[src/hdl/ocg_cfg.svh]
// Constants for the on-screen display character generation path
`ifndef OCG_CFG_SVH
`define OCG_CFG_SVH
`define OCG_ROM_AW         15
`define OCG_GLYPH_BASE     15'h0000
`define OCG_BANK0_HI_BASE  15'h1000
`define OCG_BANK1_BASE     15'h1000
`define OCG_BANK1_HI_BASE  15'h2000
`define OCG_GLYPH_LIMIT    15'h23FA
`define OCG_LINES_16       5'h10
`define OCG_LINES_18       5'h12
`define OCG_LINES_20       5'h14
`define OCG_FETCH_LAT      2'h1
`endif

[src/hdl/ocg_pkg.sv]
// Types for the on-screen display character generation path
package ocg_pkg;
  typedef enum logic [1:0] {
    OCG_SIZE_X1 = 2'h0,
    OCG_SIZE_X2 = 2'h1,
    OCG_SIZE_X3 = 2'h2
  } ocg_size_t;

  typedef enum logic [1:0] {
    OCG_MTX_16 = 2'h0,
    OCG_MTX_18 = 2'h1,
    OCG_MTX_20 = 2'h2
  } ocg_mtx_t;

  // Gray along idle -> address -> capture -> expand
  typedef enum logic [1:0] {
    OCG_ST_IDLE = 2'b00,
    OCG_ST_ADDR = 2'b01,
    OCG_ST_CAPT = 2'b11,
    OCG_ST_EXPD = 2'b10
  } ocg_state_t;

  typedef struct packed {
    logic [15:0] high;
    logic [15:0] mid;
    logic [15:0] low;
  } ocg_mult_t;

  // One entry of the output buffer
  typedef struct packed {
    ocg_mult_t  mult;
    logic [2:0] fg_rgb;
    logic       fringe;
  } ocg_line_t;

  typedef struct packed {
    ocg_state_t  st;
    logic [14:0] rom_addr;
    logic        rom_prog;
    logic [15:0] capture;
    ocg_size_t   size;
    logic [2:0]  fg_rgb;
    logic        fringe;
    logic        req_rdy;
    ocg_line_t [1:0] buf_d;
    logic [1:0]  wr_ptr;
    logic [1:0]  rd_ptr;
    logic [15:0] prev_cap;
    logic [2:0]  rgb;
    logic        blank;
  } ocg_regs_t;
endpackage : ocg_pkg

[src/hdl/ocg_char_gen.sv]
// Character generation path: rom mux, glyph addressing, capture, multiplier
//
// Contract
// - Rom address comes from processor bus in program access, else glyph logic at a request; a program address holds until then.
// - Glyph area starts at word zero; program lives above it.
// - Two banks of up to 256 glyphs; one control bit picks the bank.
// - Matrices are 16 wide by 16, 18 or 20 lines.
// - Lines 1 to 16 are sequential words at pointer plus line offset.
// - High resolution: bank zero lines 17 and 18 start at 1000h.
// - Bank one lines 1 to 16 start at word 1000h.
// - High resolution: bank one lines 17 and 18 start at 2000h.
// - Glyph addresses never exceed 9210 words.
// - Addressed rom word is latched into the capture register; a program access in the address state leaves the program word there.
// - Double size repeats each bit twice into high and mid words.
// - Triple size spreads each bit thrice; normal size feeds low only.
// - Character mode: one display ram word gives one glyph and attributes.
// - Caption mode: one display ram word gives two glyphs.
// - Fringing adds a one pixel border beside and below lit pixels.
// - A blanking output switches the external video multiplexor.
`timescale 1ns/1ps
`default_nettype none
`include "ocg_cfg.svh"

module ocg_char_gen
  import ocg_pkg::*;
(
  input  wire logic        clk,
  input  wire logic        reset,
  input  wire logic        prog_sel,
  input  wire logic [14:0] cpu_rom_addr,
  input  wire logic [15:0] rom_data,
  input  wire logic        bank_sel,
  input  wire logic        hi_res,
  input  wire logic [1:0]  matrix_fmt,
  input  wire logic [1:0]  size_sel,
  input  wire logic        fringe_en,
  input  wire logic        caption_mode,
  input  wire logic [15:0] display_ram_word,
  input  wire logic        char_half,
  input  wire logic [4:0]  line_num,
  input  wire logic        req_valid,
  output logic             req_ready,
  output logic [14:0]      rom_addr,
  output logic             rom_is_prog,
  output logic [15:0]      capture,
  output logic             line_valid,
  input  wire logic        line_ready,
  output logic [15:0]      mult_high,
  output logic [15:0]      mult_mid,
  output logic [15:0]      mult_low,
  output logic [2:0]       rgb_out,
  output logic             blank_out
);

  ocg_regs_t r_ff;
  ocg_regs_t nxt_r;

  // ==========================================================================
  // Helpers
  // ==========================================================================

  // Glyph word address for a code, bank and line
  function automatic logic [14:0] glyph_addr(input logic [7:0] code,
                                             input logic       bank,
                                             input logic [4:0] line);
    logic [14:0] base;
    logic [14:0] a;
    base = bank ? `OCG_BANK1_BASE : `OCG_GLYPH_BASE;
    if (line < `OCG_LINES_16) begin
      a = base + {3'h0, code, line[3:0]};
    end else begin
      // Up to four extra lines per glyph, in pairs packed in their own area
      a = (bank ? `OCG_BANK1_HI_BASE : `OCG_BANK0_HI_BASE)
          + {5'h00, code, line[0]} + {5'h00, line[4:1] - 4'h8, 5'h00, 1'b0};
    end
    if (a > `OCG_GLYPH_LIMIT) begin
      a = `OCG_GLYPH_LIMIT;
    end
    return a;
  endfunction : glyph_addr

  // Bit replication for enlarged characters
  function automatic ocg_mult_t expand(input logic [15:0] c, input ocg_size_t s);
    ocg_mult_t   m;
    logic [47:0] w3;
    logic [31:0] w2;
    m = '0;
    w2 = '0;
    w3 = '0;
    for (int i = 0; i < 16; i++) begin
      w2[2*i +: 2] = {2{c[i]}};
      w3[3*i +: 3] = {3{c[i]}};
    end
    case (s)
      OCG_SIZE_X2: m = {w2, 16'h0000};
      OCG_SIZE_X3: m = w3;
      default:     m = {32'h0000_0000, c};
    endcase
    return m;
  endfunction : expand

  // ==========================================================================
  // Next state
  // ==========================================================================
  logic [7:0] code;
  logic       push;
  logic       pop;
  logic       full;
  logic       empty;
  logic [4:0] last_line;
  logic [15:0] cap_x;

  always_comb begin
    nxt_r = r_ff;
    // Caption words carry two codes, character words one plus attributes
    code = caption_mode ? (char_half ? display_ram_word[15:8]
                                     : display_ram_word[7:0])
                        : display_ram_word[7:0];
    case (ocg_mtx_t'(matrix_fmt))
      OCG_MTX_18: last_line = `OCG_LINES_18;
      OCG_MTX_20: last_line = `OCG_LINES_20;
      default:    last_line = `OCG_LINES_16;
    endcase
    full  = (r_ff.wr_ptr[0] == r_ff.rd_ptr[0]) && (r_ff.wr_ptr[1] != r_ff.rd_ptr[1]);
    empty = (r_ff.wr_ptr == r_ff.rd_ptr);
    pop   = !empty && line_ready;
    push  = 1'b0;
    // Fringe: widen lit pixels one pixel each side and down from prior line
    cap_x = r_ff.capture;
    if (r_ff.fringe) begin
      cap_x = r_ff.capture | (r_ff.capture << 1) | (r_ff.capture >> 1)
              | r_ff.prev_cap;
    end

    // Rom mux: processor fetch wins whenever selected
    nxt_r.rom_prog = prog_sel;
    if (prog_sel) begin
      nxt_r.rom_addr = cpu_rom_addr;
    end

    case (r_ff.st)
      OCG_ST_IDLE: begin
        nxt_r.req_rdy = 1'b1;
        if (req_valid && r_ff.req_rdy && !prog_sel) begin
          // Lines beyond the matrix read blank glyph word zero
          nxt_r.rom_addr = (line_num < last_line && (hi_res || line_num < `OCG_LINES_16))
                           ? glyph_addr(code, bank_sel, line_num) : `OCG_GLYPH_BASE;
          nxt_r.size   = ocg_size_t'(size_sel);
          nxt_r.fringe = fringe_en;
          nxt_r.fg_rgb = caption_mode ? 3'h7 : display_ram_word[10:8];
          nxt_r.req_rdy = 1'b0;
          nxt_r.st = OCG_ST_ADDR;
        end
      end
      OCG_ST_ADDR: begin
        nxt_r.st = prog_sel ? OCG_ST_ADDR : OCG_ST_CAPT;
      end
      OCG_ST_CAPT: begin
        nxt_r.prev_cap = r_ff.capture;
        nxt_r.capture  = rom_data;
        nxt_r.st = OCG_ST_EXPD;
      end
      OCG_ST_EXPD: begin
        // Stall here while both buffer slots hold words
        if (!full) begin
          push = 1'b1;
          nxt_r.st = OCG_ST_IDLE;
          nxt_r.req_rdy = 1'b1;
        end
      end
      default: nxt_r.st = OCG_ST_IDLE;
    endcase

    if (push) begin
      nxt_r.buf_d[r_ff.wr_ptr[0]] = '{mult: expand(cap_x, r_ff.size),
                                      fg_rgb: r_ff.fg_rgb, fringe: r_ff.fringe};
      nxt_r.wr_ptr = r_ff.wr_ptr + 2'h1;
    end
    if (pop) begin
      nxt_r.rd_ptr = r_ff.rd_ptr + 2'h1;
    end
    // Blank drives the video mux in the cycle after a line is taken (line presented and line_ready)
    nxt_r.blank = !empty && line_ready;
    nxt_r.rgb   = (!empty && line_ready) ? r_ff.buf_d[r_ff.rd_ptr[0]].fg_rgb : 3'h0;
  end

  // ==========================================================================
  // State register
  // ==========================================================================
  always_ff @(posedge clk or posedge reset) begin
    if (reset) begin
      r_ff <= '0;
    end else begin
      r_ff <= nxt_r;
    end
  end

  // Outputs straight from flops except line_valid, a pointer compare; buffer head is a registered slot
  assign req_ready   = r_ff.req_rdy;
  assign rom_addr    = r_ff.rom_addr;
  assign rom_is_prog = r_ff.rom_prog;
  assign capture     = r_ff.capture;
  assign line_valid  = (r_ff.wr_ptr != r_ff.rd_ptr);
  assign mult_high   = r_ff.buf_d[r_ff.rd_ptr[0]].mult.high;
  assign mult_mid    = r_ff.buf_d[r_ff.rd_ptr[0]].mult.mid;
  assign mult_low    = r_ff.buf_d[r_ff.rd_ptr[0]].mult.low;
  assign rgb_out     = r_ff.rgb;
  assign blank_out   = r_ff.blank;
endmodule : ocg_char_gen
`default_nettype wire

[config.mk]
export PLATFORM = sky130hd
export DESIGN_NAME = ocg_char_gen
export DESIGN_NICKNAME = d
export VERILOG_FILES = /design/src/hdl/ocg_pkg.sv /design/src/hdl/ocg_char_gen.sv
export VERILOG_INCLUDE_DIRS = /design/src /design/src/hdl
export SDC_FILE = /design/constraint.sdc
export NUM_CORES = 1
export LEC_CHECK = 0
export BUFFER_PORTS_ARGS = -buffer_cell sky130_fd_sc_hd__buf_2
export CAP_MARGIN = 0
export CORE_UTILIZATION = 55
export CTS_CLUSTER_SIZE = 40
export DETAILED_ROUTE_END_ITERATION = 8
export PLACE_DENSITY_LB_ADDON = 0.2
export SETUP_SLACK_MARGIN = 0.4
export SKIP_CTS_REPAIR_TIMING = 1
export SYNTH_ARGS = -nofsm -noshare
export SYNTH_HDL_FRONTEND = slang
export SYNTH_SLANG_ARGS = --single-unit
export TNS_END_PERCENT = 100
[constraint.sdc]
create_clock -name clk -period 12.29 [get_ports clk]
set_input_delay 2.458 -clock clk [delete_from_list [all_inputs] [get_ports clk]]
set_output_delay 2.458 -clock clk [all_outputs]
set_load 0.01 [all_outputs]
======== Word-level counts from Yosys, hierarchy flattened ========
Index checks and enable logic that the tools add are counted.
word-level totals
  input bits .............................. 66
  bits in registers ....................... 169
operators by class
  mux-type cells .......................... 31
  equality and inequality tests ........... 13
  reductions and logical operators ........ 14
  $lt $le $gt $ge ......................... 6
  $add $sub $neg .......................... 6
  bitwise gates (word level) .............. 3
operator list
  kind                    count
  $mux W52                3
  $mux W15                7
  $bwmux W104             1
  $pmux W48 S2            1
  $demux W52 S1           1
  $mux W48                1
  $or A16 B16 Y16         2
  $mux W17                1
  $mux W16                1
  $mux W8                 2
  $or A16 B15 Y16         1
  $add A14 B9 Y15         1
  $add A15 B10 Y15        1
  $gt A15 B14 Y1 const B  1
  $add A13 B12 Y14        1
  $mux W14                1
  $mux W13                1
  $eq A2 B2 Y1 const B    4
  $pmux W2 S4             1
  $eq A2 B1 Y1 const B    3
  $logic_and A1 B1 Y1     6
  $mux W3                 2
  $pmux W3 S2             1
  $reduce_and A2 Y1       3
  18 further kinds        26

======== Longest topological paths before layout ========
Gate-level depths: netlist of run 1.
  depth after elaboration ................. 12
  gate-level depth with buffers ........... 10

======== Worst setup path before layout of run 1 ========
Ideal clock, no wire load.
  kind .................................... input to register
  start ................................... input port caption_mode
  end ..................................... register r_ff (netlist bit rom_addr[4])
  setup slack ............................. 7498 ps
  cell stages on the path ................. 9
  arrival time ............................ 4697 ps
  required time ........................... 12194 ps
  path through ............................ and2_1 buf_6 mux2_2 ha_1 nand2_1 a21boi_0 or4b_4 o41a_1 o31ai_1
RTL lines
  item                    line                 RTL
  start: declaration      ocg_char_gen.sv:37   input wire logic caption_mode,
  end signal: assignment  ocg_char_gen.sv:194  r_ff <= nxt_r;
  end: declaration        ocg_char_gen.sv:55   ocg_regs_t r_ff;

==> results.json, run 1 <==
{
  "ys_seq_elements": 145,
  "async_reset_ff_share_pct": 100,
  "p_sw_mw": 0.866,
  "synth_most_common_cell": "dfrtp_1",
  "p_sw_share_pct": 38.1,
  "grt_overflow_total": 0,
  "seq_area_frac_synth_pct": 49.6,
  "busiest_layer": "met2",
  "power_leakage_nw": 4.05,
  "rsz0062_at_grt": "false",
  "dieArea_mm2": 0.0138,
  "synth.distinct_cells": 50,
  "synth_cells": 729,
  "die_width_um": 117,
  "antenna_cells": 0,
  "pre_cts_slack_ns": 6.92,
  "cts_sinks": 145,
  "synth_top_area_share_pct": 49.6,
  "finalMaxSlewViolations": 0,
  "p_comb_share_pct": 39.1,
  "pin_count": 152,
  "hold_ws_ns": 0.473,
  "slew_headroom_pct": 29.8,
  "syn_area_mm2": 0.00731,
  "drc": 0,
  "max_freq_mhz": 203,
  "gr-usage-met2_pct": 39.6,
  "finalSetupTns_ns": 0,
  "clock_path_buffers": 2,
  "worst_ep_required_time_ns": 12.62,
  "synth_largest_area_cell": "dfrtp_1",
  "finalCritPeriodShare_pct": 40.1,
  "port_buffers": 151,
  "synthTopCellsByArea": "dfrtp_1, mux2_2, o21ai_0",
  "min_period_ns": 4.93,
  "totalPowerFinal_mw": 2.27,
  "core_mm2": 0.0128,
  "vias": 5597,
  "antenna_found_initial": 0,
  "tightest_slew_ns": 1.05,
  "met1_usage_pct": 36.7,
  "p_seq_share_pct": 37.2,
  "setup_viol_count_final": 0,
  "fin_ws_ns": 7.36,
  "drtIter0Drc": 467,
  "insertion_delay_ns": 0.42,
  "synth_common_cells": "dfrtp_1, nand2_1, o21ai_0",
  "syn_area_per_cell_um2": 10.0,
  "syn_nets": 805,
  "p_int_mw": 1.40,
  "grt_max_degree": 79,
  "clk_pin_slew_ns": 0.06,
  "die_h_um": 117,
  "worstPathArrival_ns": 5.26,
  "clock_power_share_pct": 23.6,
  "yosys_warnings": 0,
  "dp_hpwl_um": 11700,
  "drt_first_pass_iters": 7,
  "cts_tree": "yes",
  "hold_class": "reg -> reg",
  "power.density_mw_per_mm2": 269,
  "peakVddDrop_mv": 0.151,
  "avgViaCountPerCell": 5.60,
  "dominantRegCellSynth": "dfrtp_1",
  "htree_num_levels": 4,
  "crit_type": "in -> reg",
  "fin_skew_ns": 0.00629,
  "nFillCells": 1012,
  "synthToLayoutAreaGrowth_pct": 15.3,
  "drive_above_1_share_pct": 33.2,
  "critPathLaunchType": "input port",
  "gp_congestion": 0.861,
  "grt_util_met3_pct": 5.74,
  "cts_root_buffer": "clkbuf_16",
  "grt.total_usage_pct": 26.0,
  "status": "completed",
  "nets": 891,
  "cts_buffers": 17,
  "maxCapViolCount": 0,
  "rows": 41,
  "wl_per_cell_um": 16.9,
  "start_util_pct": 57.3,
  "crit_fanout": 14,
  "grt_pass1_wl_um": 28200,
  "critPathCaptureType": "flop",
  "synth_edf_count": 0,
  "drt_wl_total_um": 16900,
  "route.antenna.remaining_nets": 0,
  "grt_pass1_vias": 5583,
  "hold_violations": 0
}
-- flip-flops by register name (all words and copies together) (netlist names) --
register / count
r_ff: 108
capture: 16
rom_addr: 15
rgb_out: 3
blank_out: 1
req_ready: 1
rom_is_prog: 1
-- power by group through the flow --
stage	Clock [mW]	Sequential, mW	Combinational [mW]
6_report	0.537	0.845	0.889
5_1_grt	0.567	0.875	0.990
4_1_cts	0.543	0.845	0.889
3_5_place_dp	0	0.850	0.881
3_3_place_gp	0	0.836	0.859
2_1_floorplan	0	0.771	0.723
-- cell families after synthesis --
kind of cell | after synthesis | share of synthesized area [%]
simple gates | 188 | 11.5
compound gates | 171 | 13.2
flops | 145 | 49.6
buf+inv | 110 | 8.09
mux | 99 | 15.1
fa+ha+maj | 10 | 1.81
xor+xnor | 6 | 0.718
-- per-layer routing --
layer  wire length, um  share of wire [%]
met2              7810                 46
met4               272                1.6
met5                 0                  0
met1              7760                 46
met3              1010                6.0
-- cell type report --
cell class	count	area (um2)	share of cell area (%)
timing repair buffer	156	793	9.40
multi-input combinational	474	3100	36.8
sequential	145	3630	43.0
tap	172	215	2.55
clock buffer	22	454	5.38
clock inverter	10	159	1.88
inverter	21	83.8	0.994
-- layout by cell type (no fill, tap or decap), types with 2 or more instances in the layout --
cell type	netlist	final
dfrtp_1	145	144
and4_1	2	2
clkinvlp_4	0	2
o22a_1	2	2
clkbuf_16	0	17
nor3_1	3	2
clkinv_2	0	3
clkbuf_1	35	4
nand2b_1	7	7
nand3_1	7	7
mux2_2	78	78
xnor2_1	5	5
or4b_2	1	2
buf_2	2	151
nand2_1	101	101
o31ai_1	4	4
a21bo_2	3	3
ha_1	9	9
or3_1	14	14
a22oi_1	3	3
inv_1	21	20
o221ai_1	6	6
a21oi_1	46	46
o211ai_1	3	3
nor2_1	38	38
buf_4	45	5
bufinv_16	0	4
nor4_1	2	2
mux2i_1	20	20
a31oi_1	5	5
nor2b_1	5	5
o21ai_0	90	90
-- critical path: stages --
cell	delay [ns]
buf_2	0.20
and2_1	0.35
mux2_2	0.40
ha_1	0.29
nand2_1	0.06
a21boi_0	0.14
or4b_4	0.56
o41a_1	0.56
o221ai_1	0.24
-- path summary, 6_finish.rpt --
kind / start / to / slack, ns / depth (start not counted)
max: caption_mode / rom_addr[7] / 7.36 / 9
min: r_ff[84] / r_ff[84] / 0.47 / 2
max reg2reg: r_ff[20] / r_ff[77] / 9.29 / 5
min reg2reg: r_ff[84] / r_ff[84] / 0.47 / 2
max in group asynchronous: reset / r_ff[31] / 8.80 / 3
min in group asynchronous: reset / capture[9] / 2.13 / 2
-- metrics by stage --
step / instance area [um2] / cells / util, %
2_1_floorplan: 7310 / 729 / -
3_3_place_gp: 7820 / 968 / 61.2
3_5_place_dp: 7820 / 968 / 61.2
4_1_cts: 8440 / 1000 / 66.0
5_1_grt: 8440 / 1000 / 66.0
6_report: 8440 / 1000 / 66.0
No activity file was read; power rests on OpenSTA's default activity.
==> inputs of run 2 (changes only) <==
- clock period: 12.29 -> 4.6 ns (I/O delays scaled with it)
==> results.json, run 2 (synthesized netlist as in run 1, its figures left out) <==
{
  "status": "completed",
  "final_util_pct": 66.6,
  "critPathCaptureType": "flop",
  "p_sw_mw": 2.30,
  "slew_headroom_pct": 18.5,
  "nFillCells": 1039,
  "p_seq_share_pct": 35.3,
  "grt_pass1_wl_um": 27100,
  "peakVddDrop_mv": 0.435,
  "cts_tree": "yes",
  "drc": 0,
  "pin_count": 152,
  "drtIter0Drc": 374,
  "setup_viol_count_final": 0,
  "antenna_found_initial": 0,
  "drt_first_pass_iters": 4,
  "largest_reg_flops": 108,
  "cp_top_family": "simple AND/OR/NAND/NOR gates",
  "antenna_cells": 0,
  "regMostFlops": "r_ff",
  "grt_max_degree": 146,
  "multiInputGateArea_mm2": 0.00310,
  "avgViaCountPerCell": 5.53,
  "gp_congestion": 0.868,
  "synthToLayoutAreaGrowth_pct": 16.4,
  "rows": 41,
  "power_leakage_nw": 4.08,
  "clk_pin_slew_ns": 0.06,
  "wl_per_cell_um": 16.4,
  "power.density_mw_per_mm2": 725,
  "htree_num_levels": 4,
  "dp_hpwl_um": 11300,
  "critPathLaunchType": "input port",
  "worstPathArrival_ns": 3.70,
  "crit_fanout": 14,
  "fin_skew_ns": 0.00946,
  "clock_path_buffers": 2,
  "final_cell_mix": "buf_2, dfrtp_1, nand2_1, o21ai_0, mux2_2",
  "finalSetupTns_ns": 0,
  "port_buffers": 151,
  "finalMaxSlewViolations": 0,
  "vias": 5528,
  "drt_wl_total_um": 16400,
  "hold_violations": 0,
  "nets": 892,
  "path_cells": "buf_2, and2_1, mux2_2, ha_1, nand2_1, a21boi_0, or4b_4, o41a_1, o31ai_1",
  "start_util_pct": 57.3,
  "slowest_stage": "or4b_4",
  "hold_class": "reg -> reg",
  "die_width_um": 117,
  "min_period_ns": 3.37,
  "finalInstanceArea_mm2": 0.00851,
  "p_int_mw": 3.87,
  "route.antenna.remaining_nets": 0,
  "slowest_delay_ns": 0.56,
  "die_h_um": 117,
  "tightest_slew_ns": 1.22,
  "crit_type": "in -> reg",
  "rsz0062_at_grt": "false",
  "drive_above_1_share_pct": 33.7,
  "dieArea_mm2": 0.0138,
  "p_sw_share_pct": 37.3,
  "ff_latch_area_mm2": 0.00363,
  "p_comb_share_pct": 39.4,
  "max_freq_mhz": 296,
  "maxCapViolCount": 0,
  "core_mm2": 0.0128,
  "insertion_delay_ns": 0.43,
  "mostFrequentLayoutCell": "buf_2",
  "cts_root_buffer": "clkbuf_16",
  "cts_sinks": 145,
  "grt.total_usage_pct": 25.1,
  "worstPathBufferInverterCount": 1,
  "hold_ws_ns": 0.475,
  "worst_ep_required_time_ns": 4.93,
  "cts_buffers": 17,
  "grt_pass1_vias": 5350,
  "grt_overflow_total": 0,
  "finalCritPeriodShare_pct": 73.4,
  "placed_area_mm2": 0.00784,
  "clock_power_share_pct": 25.3
}
run 2: cell count changes in the layout (fill, tap and decap cells not counted):
| cell | before | now |
|---|---|---|
| clkinv_4 | 1 | 3 |
| bufinv_16 | 4 | 6 |
| buf_12 | 0 | 1 |
| clkinv_2 | 3 | 2 |
| clkbuf_1 | 4 | 0 |
run 2: layout make-up:
| type | instances | share of cell area (%) |
|---|---|---|
| repair buffers | 157 | 9.55 |
| well taps | 172 | 2.53 |
| flip-flops and latches | 145 | 42.6 |
| clock inverters | 13 | 2.73 |
| inverters | 21 | 0.970 |
| multi-input cells | 474 | 36.4 |
| clock buffers | 18 | 5.16 |
run 2: per-layer routing:
| layer | vias up | global-route usage, % | wire (um) |
|---|---|---|---|
| li1 | 2644 | - | - |
| met1 | 2656 | 34.5 | 7480 |
| met2 | 215 | 38.8 | 7800 |
| met3 | 13 | 6.96 | 953 |
| met4 | 0 | 7.31 | 180 |
| met5 | - | 0 | 0 |
run 2: final timing paths:
kind,startpoint,end,slack (ns),depth (start not counted)
setup reg to reg,r_ff[22],r_ff[27],2.16,4
hold reg to reg,r_ff[124],r_ff[124],0.47,2
hold / removal,r_ff[124],r_ff[124],0.47,2
setup / recovery,caption_mode,rom_addr[4],1.23,9
max in group asynchronous,reset,r_ff[20],3.23,3
min in group asynchronous,reset,r_ff[103],0.65,3
run 2: through the flow:
step | power, mW | setup WS (ns) | instances
detailed placement | 4.61 | 0.843 | 969
floorplan | 3.99 | 1.35 | 729
global route | 6.58 | 1.08 | 1000
global placement | 4.51 | 0.890 | 969
CTS | 6.20 | 1.29 | 1000
finish | 6.17 | 1.23 | 1000
run 2: worst reg2reg max path, cell delays in order (launching register included):
cell and delay [ns]:
dfrtp_1 0.41, xnor2_1 0.14, nor2b_1 0.16, or4_2 1.13, mux2_2 0.49
run 2: power by group through the flow:
stage / clock, mW / sequential (mW) / combinational, mW
finish: 1.56 / 2.18 / 2.43
global route: 1.64 / 2.25 / 2.69
CTS: 1.59 / 2.17 / 2.44
detailed placement: 0 / 2.19 / 2.42
global placement: 0 / 2.15 / 2.36
floorplan: 0 / 2.06 / 1.93
==> inputs of run 3 (changes only) <==
- clock period: 4.6 -> 3.4 ns (I/O delays scaled with it)
==> results.json, run 3 (synthesized netlist as in run 1, its figures left out) <==
{
  "status": "completed",
  "antenna_found_initial": 0,
  "worstPathBufferInverterCount": 1,
  "tightest_slew_ns": 0.789,
  "final_cell_mix": "buf_2, dfrtp_1, nand2_1, o21ai_0, mux2_2",
  "grt_pass1_vias": 5458,
  "slowest_delay_ns": 0.57,
  "totalPowerFinal_mw": 8.06,
  "cts_root_buffer": "clkbuf_16",
  "cp_top_family": "compound AO/OA/AOI/OAI gates",
  "rows": 41,
  "cts_tree": "yes",
  "clk_pin_slew_ns": 0.06,
  "rsz0062_at_grt": "false",
  "route.antenna.remaining_nets": 0,
  "regMostFlops": "r_ff",
  "crit_type": "in -> reg",
  "worstSetupStartpoint": "char_half",
  "finalMaxSlewViolations": 0,
  "final_util_pct": 66.1,
  "core_mm2": 0.0128,
  "power.density_mw_per_mm2": 954,
  "largest_reg_flops": 108,
  "worstRegToRegCells": 6,
  "maxCapViolCount": 0,
  "fin_ws_ns": 0.501,
  "worst_ep_required_time_ns": 3.72,
  "grt_overflow_total": 0,
  "drt_wl_total_um": 16700,
  "dp_hpwl_um": 11500,
  "port_buffers": 151,
  "grt_max_degree": 146,
  "finalCritPeriodShare_pct": 85.3,
  "drive_above_1_share_pct": 33.7,
  "drc": 0,
  "avgViaCountPerCell": 5.51,
  "setup_viol_count_final": 0,
  "grt_pass1_wl_um": 27500,
  "nets": 895,
  "timing.rr.start": "r_ff[22]",
  "die_width_um": 117,
  "die_h_um": 117,
  "crit_fanout": 11,
  "critPathCaptureType": "flop",
  "peakVddDrop_mv": 0.604,
  "grt.total_usage_pct": 25.4,
  "wl_per_cell_um": 16.6,
  "finalSetupTns_ns": 0,
  "insertion_delay_ns": 0.42,
  "start_util_pct": 57.3,
  "drtIter0Drc": 318,
  "gp_congestion": 0.871,
  "htree_num_levels": 4,
  "r2r_end": "r_ff[80]",
  "fin_skew_ns": 0.00677,
  "max_freq_mhz": 345,
  "r2r_slack_ns": 0.92,
  "pre_cts_slack_ns": 0.0477,
  "critPathLaunchType": "input port",
  "hold_violations": 0,
  "cts_sinks": 145,
  "pin_count": 152,
  "worstPathArrival_ns": 3.22,
  "multiInputGateArea_mm2": 0.00311,
  "power_leakage_nw": 4.05,
  "clock_path_buffers": 2,
  "hold_ws_ns": 0.426,
  "path_cells": "buf_2, and2_1, mux2_2, ha_1, fa_1, nand2_1, o22a_1, o41a_1, o31ai_1",
  "nFillCells": 1028,
  "ff_latch_area_mm2": 0.00363,
  "path_depth": 9,
  "vias": 5535,
  "dieArea_mm2": 0.0138,
  "slew_headroom_pct": 47.4,
  "min_period_ns": 2.90,
  "mostFrequentLayoutCell": "buf_2",
  "cts_buffers": 17,
  "synthToLayoutAreaGrowth_pct": 15.4,
  "slowest_stage": "o41a_1",
  "hold_class": "in -> async",
  "drt_first_pass_iters": 5
}
## run 3: changes by cell type in the layout (fill, tap and decap cells not counted), sizes merged
cell	before	now
buf	157	160
inv	21	20
bufinv	6	2
clkbuf	18	22
clkinv	5	6
diode	0	1
## run 3: worst max-delay path by stage
stage	endpoint	slack, ns
3_3_place_gp	rom_addr[4]	0.15
3_5_place_dp	rom_addr[4]	0.05
2_1_floorplan	rom_addr[4]	0.43
5_1_grt	rom_addr[4]	0.40
4_1_cts	rom_addr[4]	0.48
6_report	rom_addr[8]	0.50
## run 3: power breakdown
| part | total, mW | switching, mW | internal, mW |
|---|---|---|---|
| logic | 3.30 | 1.91 | 1.40 |
| clock network | 1.81 | 0.693 | 1.11 |
| registers | 2.95 | 0.499 | 2.45 |
## run 3: worst reg2reg max path: stages, from the launching register on
cell     delay, ns
dfrtp_1       0.41
xnor2_1       0.14
nor2b_1       0.17
or4b_2        0.98
buf_4         0.41
nand2_1       0.13
o21ai_0       0.09
## run 3: area by class of cell
cell class,count,share of cell area (%)
inverters,21,0.978
flip-flops and latches,145,43.0
multi-input cells,474,36.8
clock buffers,22,5.50
repair buffers,160,9.90
clock inverters,9,1.29
diodes,1,0.0296
well taps,172,2.55
## run 3: layer usage
layer | global-route usage (%) | vias up | part of all wire, %
met1 | 34.8 | 2669 | 45
met3 | 5.30 | 27 | 5.4
li1 | - | 2654 | -
met5 | 0 | - | 0
met2 | 39.9 | 185 | 48
met4 | 9.50 | 0 | 1.7
## run 3: through the flow
stage               std cells  area [um2]
floorplan                 729        7320
global placement          972        7860
detailed placement        972        7860
CTS                      1003        8440
global route             1003        8440
finish                   1004        8440
